<file path="src/common/ctp_params.svh">
// constants for the processor timer control and prescaler block
// assumes a 16-bit processor memory bus with word addressing
`ifndef CTP_PARAMS_SVH
`define CTP_PARAMS_SVH

// =====================================================================
// register word offsets inside the timer's address window
`define CTP_ADDR_W            3
`define CTP_OFF_CONTROL       3'h4
`define CTP_OFF_PRESCALE_LOW  3'h6

// =====================================================================
// control register field positions
`define CTP_BIT_FLAG          15
`define CTP_BIT_IRQ_EN        14
`define CTP_BIT_FREE          11
`define CTP_BIT_SOFT          10
`define CTP_BIT_RELOAD        5
`define CTP_BIT_STOP          4
`define CTP_RSV_HI_MSB        9
`define CTP_RSV_HI_LSB        6
`define CTP_RSV_LO_MSB        3
`define CTP_RSV_LO_LSB        0

// =====================================================================
// prescale register field positions, and prescale and control register reset values
`define CTP_DIV_MSB           7
`define CTP_DIV_LSB           0
`define CTP_PSC_MSB           15
`define CTP_PSC_LSB           8
`define CTP_DIV_RESET         8'h00
`define CTP_PSC_RESET         16'h0000
`define CTP_CONTROL_RESET     16'h0000

`endif

</file>
<file path="src/common/ctp_pkg.sv">
// types shared by the timer control and prescaler block
// assumes ctp_params.svh is on the include path
`default_nettype none

package ctp_pkg;
    typedef logic [15:0] ctp_word_t;
    typedef logic [31:0] ctp_count_t;
endpackage : ctp_pkg

`default_nettype wire

</file>
<file path="src/hdl/ctp_timer_ctrl.sv">
// control and prescaler logic of a 32-bit down-counting processor timer
// assumes the main counter and period registers live outside and follow
// the decrement and reload strobes of this block on the same clock
`default_nettype none
`include "ctp_params.svh"

module ctp_timer_ctrl
    import ctp_pkg::*;
(
    // clock, reset and clock enable
    input  wire logic                    clk,
    input  wire logic                    rst_n,
    input  wire logic                    clk_en,
    // processor memory bus
    input  wire logic                    bus_sel,
    input  wire logic                    bus_wr,
    input  wire logic                    bus_rd,
    input  wire logic [`CTP_ADDR_W-1:0]  bus_addr,
    input  wire ctp_word_t               bus_wdata,
    output logic      [15:0]             bus_rdata,
    // debugger breakpoint halt, asynchronous
    input  wire logic                    debug_halt,
    // companion prescale-high register
    input  wire logic [7:0]              divide_down_high,
    output logic      [7:0]              prescale_count_high,
    // main counter link
    input  wire ctp_count_t              main_count,
    output logic                         main_count_decrement,
    output logic                         main_count_reload,
    // interrupt request
    output logic                         timer_irq_out
);

    // =================================================================
    // reset release and halt synchroniser
    logic       rst_meta;
    logic       rst_sync_n;
    logic       halt_meta;
    logic       halt_sync;

    // reset released through two flops
    always_ff @(posedge clk or negedge rst_n) begin
        if (!rst_n) begin
            rst_meta   <= 1'b0;
            rst_sync_n <= 1'b0;
        end else begin
            rst_meta   <= 1'b1;
            rst_sync_n <= rst_meta;
        end
    end

    // debug halt pin passes two flops
    always_ff @(posedge clk or negedge rst_sync_n) begin
        if (!rst_sync_n) begin
            halt_meta <= 1'b0;
            halt_sync <= 1'b0;
        end else if (clk_en) begin
            halt_meta <= debug_halt;
            halt_sync <= halt_meta;
        end
    end

    // =================================================================
    // control register state
    logic       zero_reached_flag;
    logic       zero_irq_enable;
    logic       free_run;
    logic       soft_stop;
    logic       run_stop_bit;
    logic [3:0] spare_hi;
    logic [3:0] spare_lo;
    logic [7:0] divide_down_low;
    logic [15:0] prescale_count;
    logic       halt_latched;

    // bus decode
    logic       wr_control;
    logic       wr_prescale;
    logic       reload_strobe;
    assign wr_control    = bus_sel && bus_wr &&
                           (bus_addr == `CTP_OFF_CONTROL);
    assign wr_prescale   = bus_sel && bus_wr &&
                           (bus_addr == `CTP_OFF_PRESCALE_LOW);
    assign reload_strobe = wr_control &&
                           bus_wdata[`CTP_BIT_RELOAD];

    // =================================================================
    // tick and zero decisions
    logic [15:0] divide_down;
    logic        running;
    logic        tick;
    logic        zero_event;
    assign divide_down = {divide_down_high, divide_down_low};
    assign running     = !run_stop_bit && !halt_latched;
    assign tick        = running && (prescale_count == 16'h0000);
    // decrement landing on zero
    assign zero_event  = tick && (main_count == 32'h0000_0001);

    // =================================================================
    // writable control fields
    always_ff @(posedge clk or negedge rst_sync_n) begin
        if (!rst_sync_n) begin
            zero_irq_enable <= 1'b0;
            free_run        <= 1'b0;
            soft_stop       <= 1'b0;
            run_stop_bit    <= 1'b0;
            spare_hi        <= 4'h0;
            spare_lo        <= 4'h0;
        end else if (clk_en && wr_control) begin
            zero_irq_enable <= bus_wdata[`CTP_BIT_IRQ_EN];
            free_run        <= bus_wdata[`CTP_BIT_FREE];
            soft_stop       <= bus_wdata[`CTP_BIT_SOFT];
            run_stop_bit    <= bus_wdata[`CTP_BIT_STOP];
            spare_hi        <= bus_wdata[`CTP_RSV_HI_MSB:`CTP_RSV_HI_LSB];
            spare_lo        <= bus_wdata[`CTP_RSV_LO_MSB:`CTP_RSV_LO_LSB];
        end
    end

    // zero flag: set wins over a write-one clear
    always_ff @(posedge clk or negedge rst_sync_n) begin
        if (!rst_sync_n) begin
            zero_reached_flag <= 1'b0;
        end else if (clk_en) begin
            if (zero_event) begin
                zero_reached_flag <= 1'b1;
            end else if (wr_control && bus_wdata[`CTP_BIT_FLAG]) begin
                zero_reached_flag <= 1'b0;
            end
        end
    end

    // divide-down low byte
    always_ff @(posedge clk or negedge rst_sync_n) begin
        if (!rst_sync_n) begin
            divide_down_low <= `CTP_DIV_RESET;
        end else if (clk_en && wr_prescale) begin
            divide_down_low <= bus_wdata[`CTP_DIV_MSB:`CTP_DIV_LSB];
        end
    end

    // =================================================================
    // prescale counter, loaded by software only through the reload bit
    always_ff @(posedge clk or negedge rst_sync_n) begin
        if (!rst_sync_n) begin
            prescale_count <= `CTP_PSC_RESET;
        end else if (clk_en) begin
            if (reload_strobe) begin
                prescale_count <= divide_down;
            end else if (tick) begin
                prescale_count <= divide_down;
            end else if (running && prescale_count != 16'h0000) begin
                prescale_count <= prescale_count - 16'h0001;
            end
        end
    end

    // =================================================================
    // debug halt: latches after the qualifying decrement
    always_ff @(posedge clk or negedge rst_sync_n) begin
        if (!rst_sync_n) begin
            halt_latched <= 1'b0;
        end else if (clk_en) begin
            if (!halt_sync || free_run) begin
                halt_latched <= 1'b0;
            end else if (tick && !soft_stop) begin
                halt_latched <= 1'b1;
            end else if (zero_event && soft_stop) begin
                halt_latched <= 1'b1;
            end
        end
    end

    // =================================================================
    // main counter strobes, same cycle as the tick
    always_comb begin
        main_count_reload    = clk_en &&
            (reload_strobe || (tick && main_count == 32'h0000_0000));
        main_count_decrement = clk_en && !main_count_reload && tick;
    end
    // every strobe is qualified on the single system clock

    // interrupt pulse one cycle after zero event
    always_ff @(posedge clk or negedge rst_sync_n) begin
        if (!rst_sync_n) begin
            timer_irq_out <= 1'b0;
        end else if (clk_en) begin
            timer_irq_out <= zero_event && zero_irq_enable;
        end
    end

    // =================================================================
    // read data, registered; unmapped reads zero
    always_ff @(posedge clk or negedge rst_sync_n) begin
        if (!rst_sync_n) begin
            bus_rdata <= 16'h0000;
        end else if (clk_en) begin
            if (bus_sel && bus_rd && bus_addr == `CTP_OFF_CONTROL) begin
                bus_rdata <= {zero_reached_flag, zero_irq_enable, 2'b00,
                              free_run, soft_stop, spare_hi,
                              1'b0, run_stop_bit, spare_lo};
            end else if (bus_sel && bus_rd &&
                         bus_addr == `CTP_OFF_PRESCALE_LOW) begin
                bus_rdata <= {prescale_count[7:0], divide_down_low};
            end else begin
                bus_rdata <= 16'h0000;
            end
        end
    end

    // high byte of prescale count for the companion register
    always_ff @(posedge clk or negedge rst_sync_n) begin
        if (!rst_sync_n) begin
            prescale_count_high <= 8'h00;
        end else if (clk_en) begin
            prescale_count_high <= prescale_count[15:8];
        end
    end

endmodule : ctp_timer_ctrl

`default_nettype wire

</file>
<file path="config.mk">
export PLATFORM = sky130hd
export DESIGN_NAME = ctp_timer_ctrl
export DESIGN_NICKNAME = d
export VERILOG_FILES = /design/src/common/ctp_pkg.sv /design/src/hdl/ctp_timer_ctrl.sv
export VERILOG_INCLUDE_DIRS = /design/src /design/src/common
export SDC_FILE = /design/constraint.sdc
export NUM_CORES = 1
export LEC_CHECK = 0
export ABC_AREA = 1
export BUFFER_PORTS_ARGS = -buffer_cell sky130_fd_sc_hd__clkbuf_2
export CAP_MARGIN = 40
export CORE_UTILIZATION = 45
export CTS_CLUSTER_DIAMETER = 120
export DETAILED_ROUTE_END_ITERATION = 10
export PLACE_DENSITY = 0.69
export SYNTH_ARGS = -nofsm -noshare
export SYNTH_HDL_FRONTEND = slang
export SYNTH_SLANG_ARGS = --single-unit
export TNS_END_PERCENT = 1
</file>
<file path="constraint.sdc">
create_clock -name clk -period 2.25 [get_ports clk]
set_input_delay 0.675 -clock clk [delete_from_list [all_inputs] [get_ports clk]]
set_output_delay 0.675 -clock clk [all_outputs]
set_load 0.01 [all_outputs]
</file>
==> qor.log <==
INFO  outcome        outcome=finished with violations
INFO  outcome        violated_checks=negative setup slack
INFO  yosys          synth.most_common_cell=nand2_1
INFO  timing         timing.final.setup_violations=2
INFO  power_and_ir_drop post-layout-total-power=4.54mW
INFO  cells_and_area antenna_cells_inserted=0
INFO  power_and_ir_drop p_per_area=960nW/um^2
INFO  placed_design  place_ws=-0.0730ns
INFO  clocking       htree_levels=3
INFO  power_and_ir_drop vdd_ir_drop_max=0.462mV
INFO  timing         post_layout_minimum_cycle_time=2.32ns
INFO  yosys          synth_top_cell_by_area=dfrtp_1
INFO  yosys          synthArstFlopShare=100%
INFO  global_route   grt_start_max_net_pins=36
INFO  floorplanning  floorplan.die.width=92.4um
INFO  floorplanning  area_enclosed_by_the_die_boundary=8540squm
INFO  floorplanning  initial_core_util=47.1%
INFO  setup_path     timing.critical_path.slowest_stage_cell=dfrtp_1
INFO  yosys          avgSynthCellArea=7.13squm
INFO  cells_and_area fill_cells=737
INFO  setup_path     cp-start-kind=flop
INFO  clocking       ctsHoldBuffers=0
INFO  routing        drt-vias-per-instance=4.78
INFO  floorplanning  core_area=7810squm
INFO  clocking       clock-sinks=67
INFO  power_and_ir_drop combinationalPowerShare=37.4%
INFO  timing         fmaxAchievable=431MHz
INFO  timing         max_slew_margin=51.0%
INFO  placed_design  placed_cells_incl_taps=719
INFO  setup_path     launching_element_of_the_worst_setup_path=prescale_count[8]$_DFFE_PN0P_
INFO  power_and_ir_drop seq_power_share=37.5%
INFO  setup_path     worstSetupEndpointType=output pin
INFO  setup_path     critical_path_required=1.57ns
INFO  setup_path     timing.critical_path.cells=nor2_2 -> nand2_2 -> nor2_1 -> nand2_1 -> nor2_2 -> nand3_2 -> a21oi_2 -> buf_2
INFO  timing         postLayoutSetupSlackWorst=-0.0694ns
INFO  clocking       clkTransAtPathRegs=0.07ns
INFO  yosys          yosys_register_bits=67
INFO  clocking       cts.root.buffer_cell=clkbuf_8
INFO  floorplanning  placement_rows=32
INFO  cells_and_area instances_no_fill=744
INFO  timing         period_share=103%
INFO  power_and_ir_drop leakage_component_of_the_power=2.61nW
INFO  yosys          gate_count_of_the_mapped_netlist=516
INFO  timing         finalClockSkew=0.0102ns
INFO  placed_design  hpwl=6.86mm
INFO  flow_run       cap_viol_max_count=0
INFO  min_path       worst_hold_path_type=in2async
INFO  yosys          synth_warnings=0
INFO  floorplanning  ioPinCount=93
INFO  yosys          yosys.area.top_type_share=45.6%
INFO  routing        routed_wire_length_per_instance=12.4um
INFO  global_route   antenna_found_initial=0
INFO  yosys          synth_sequential_area_ratio=45.6%
INFO  placed_design  port_buffers=90
INFO  global_route   grt_first_pass_wirelength=15.5mm
INFO  global_route   grt_pass1_vias=3419
INFO  global_route   grt_overflow=0
INFO  yosys          number_of_synthesized_flops_with_an_enable_pin=0
INFO  clocking       numCtsBuffers=9
INFO  setup_path     number_of_cells_on_the_critical_path=8
INFO  setup_path     worst_r2r_startpoint=prescale_count[8]$_DFFE_PN0P_
INFO  floorplanning  chipHeight=92.4um
INFO  power_and_ir_drop power.share.switching=37.2%
INFO  power_and_ir_drop netSwitchingPower=1.69mW
INFO  setup_path     critPathKind=reg2out
INFO  clocking       cts_tree=built
INFO  global_route   grt.met2_usage=38.8%
INFO  power_and_ir_drop power_frac_clock=25.0%
INFO  setup_path     critPathMaxFanout=4
INFO  timing         report.final.slew_viol_count=0
INFO  routing        vias=3558
INFO  setup_path     ff2ff_path_depth=9
INFO  timing         grt_setup_unrepaired=yes
INFO  placed_design  place.gp.congestion=0.880
INFO  routing        drc_errors=0
INFO  global_route   global_route.usage.met3=3.28%
INFO  yosys          synth_cell_types=31
INFO  setup_path     critical-path-max-stage-delay=0.42ns
INFO  cells_and_area utilization=60.5%
INFO  yosys          synth_ff_type=dfrtp_1
INFO  yosys          synthesis.area=3680squm
INFO  yosys          ys_top_cells_by_count=nand2_1 (176), inv_1 (80), dfrtp_1 (67)
INFO  setup_path     path_common_cell=nor2_2
INFO  timing         report.final.hold_viol_count=0
INFO  routing        drt-initial-drc-count=178
INFO  global_route   grt-busiest-layer=met2
INFO  cells_and_area final_net_count=705
INFO  setup_path     worstPathBufferInverterCount=1
INFO  routing        postRouteAntennaNets=0
INFO  power_and_ir_drop cell_internal_pwr=2.85mW
INFO  clocking       clk_lat_worst_skew=0.35ns
INFO  routing        routed_wirelength=9.26mm
INFO  yosys          synthTopCellsByArea=dfrtp_1 (46%), nand2_1 (18%), inv_1 (8.2%)
INFO  cells_and_area syn2layout_area_growth=28.5%
INFO  clocking       clock_path_buffers=2
INFO  setup_path     worst_path_dominant_cell_family=simple AND/OR/NAND/NOR gates
INFO  setup_path     critPathArrivalTime=1.64ns
INFO  global_route   grt.met1_usage=30.2%
INFO  routing        dr.pass1.iters=4
INFO  cells_and_area drive_above_1_share=26.8%
INFO  timing         tightestPinTransition=0.735ns
INFO  global_route   grt_use_total=23.2%
INFO  yosys          synthesis.nets=584
-- final cells by class --
cell class                      instances  area (sq um)  area share, %
Tap cell                              102           128           2.70
Multi-Input combinational cell        350          1650           34.9
Inverter                               83           312           6.59
Timing Repair Buffer                  126           733           15.5
Clock buffer                           11           141           2.99
Clock inverter                          5          85.1           1.80
Sequential cell                        67          1680           35.5
-- power by group through the flow --
| stage | clock, mW | combinational (mW) | sequential, mW |
|---|---|---|---|
| 5_1_grt | 1.21 | 1.92 | 1.74 |
| 3_3_place_gp | 0 | 1.42 | 1.69 |
| 2_1_floorplan | 0 | 0.913 | 1.72 |
| 4_1_cts | 1.15 | 1.65 | 1.68 |
| 3_5_place_dp | 0 | 1.44 | 1.70 |
| 6_report | 1.14 | 1.70 | 1.70 |
-- sequential cells by signal, summed over array words and instances (netlist names) --
signal	cells
spare_hi	4
prescale_count	16
run_stop_bit	1
soft_stop	1
prescale_count_high	8
halt_sync	1
zero_reached_flag	1
bus_rdata	16
rst_sync_n	1
timer_irq_out	1
divide_down_low	8
halt_latched	1
rst_meta	1
free_run	1
halt_meta	1
zero_irq_enable	1
spare_lo	4
-- kinds of logic (layout without fill, tap and decap cells) --
family	Yosys count	count (layout)	synth area share [%]
buf+inv	99	225	11.3
fa+ha+maj	2	2	0.680
simple gates	274	274	31.4
xor+xnor	4	4	0.953
flops	67	67	45.6
other cells	1	1	0.102
compound gates	69	69	9.94
-- cells in the final DEF (no fill, tap or decap), drive strengths merged, types with 3 or more instances in the layout --
cell / Yosys / final
a21oi: 17 / 17
buf: 10 / 37
clkbuf: 6 / 100
dfrtp: 67 / 67
inv: 83 / 84
nand2: 177 / 177
nand3: 29 / 29
nor2: 58 / 58
nor3: 4 / 4
o21ai: 48 / 48
xor2: 3 / 3
-- metrics by stage --
stage | TNS (ns) | hold slack (ns) | cell area, sq um
global route | -0.337 | 0.0948 | 4730
detailed placement | -0.0970 | 0.361 | 4370
CTS | -0.185 | 0.0931 | 4680
finish | -0.127 | 0.101 | 4730
floorplan | 0 | 0.331 | 3680
global placement | -0.0690 | 0.336 | 4370
-- final timing paths --
path	end	slack [ns]
max in group asynchronous	halt_sync$_DFFE_PN0P_	1.28
worst max register to register	prescale_count[15]$_DFFE_PN0P_	0.41
worst min-delay path	rst_sync_n$_DFF_PN0_	0.10
min in group clk	rst_sync_n$_DFF_PN0_	0.37
worst min register to register	prescale_count_high[1]$_DFFE_PN0P_	0.33
worst max-delay path	main_count_reload	-0.07
-- timing repair --
item | 4_1_cts | 5_1_grt
buffers inserted | 8 | 1
endpoints found under the setup margin | 2 | 2
resized for setup | 11 | 12
hold endpoints to repair | 0 | 0
pin swaps | 7 | 6
-- metal layers --
layer / part of all wire [%] / wire, um
met2: 47 / 4370
met5: 0 / 0
met3: 4.4 / 409
met1: 47 / 4330
met4: 1.6 / 145
-- worst reg2reg max path: stages (launching register included) --
cell,delay [ns]
dfrtp_1,0.42
nor2_2,0.17
nand2_2,0.09
nor2_2,0.19
nand3_2,0.15
nand2_2,0.32
inv_2,0.19
nand2_1,0.12
nand3_1,0.07
nand2_1,0.06
Note: power is estimated with default switching activity, not from simulation.
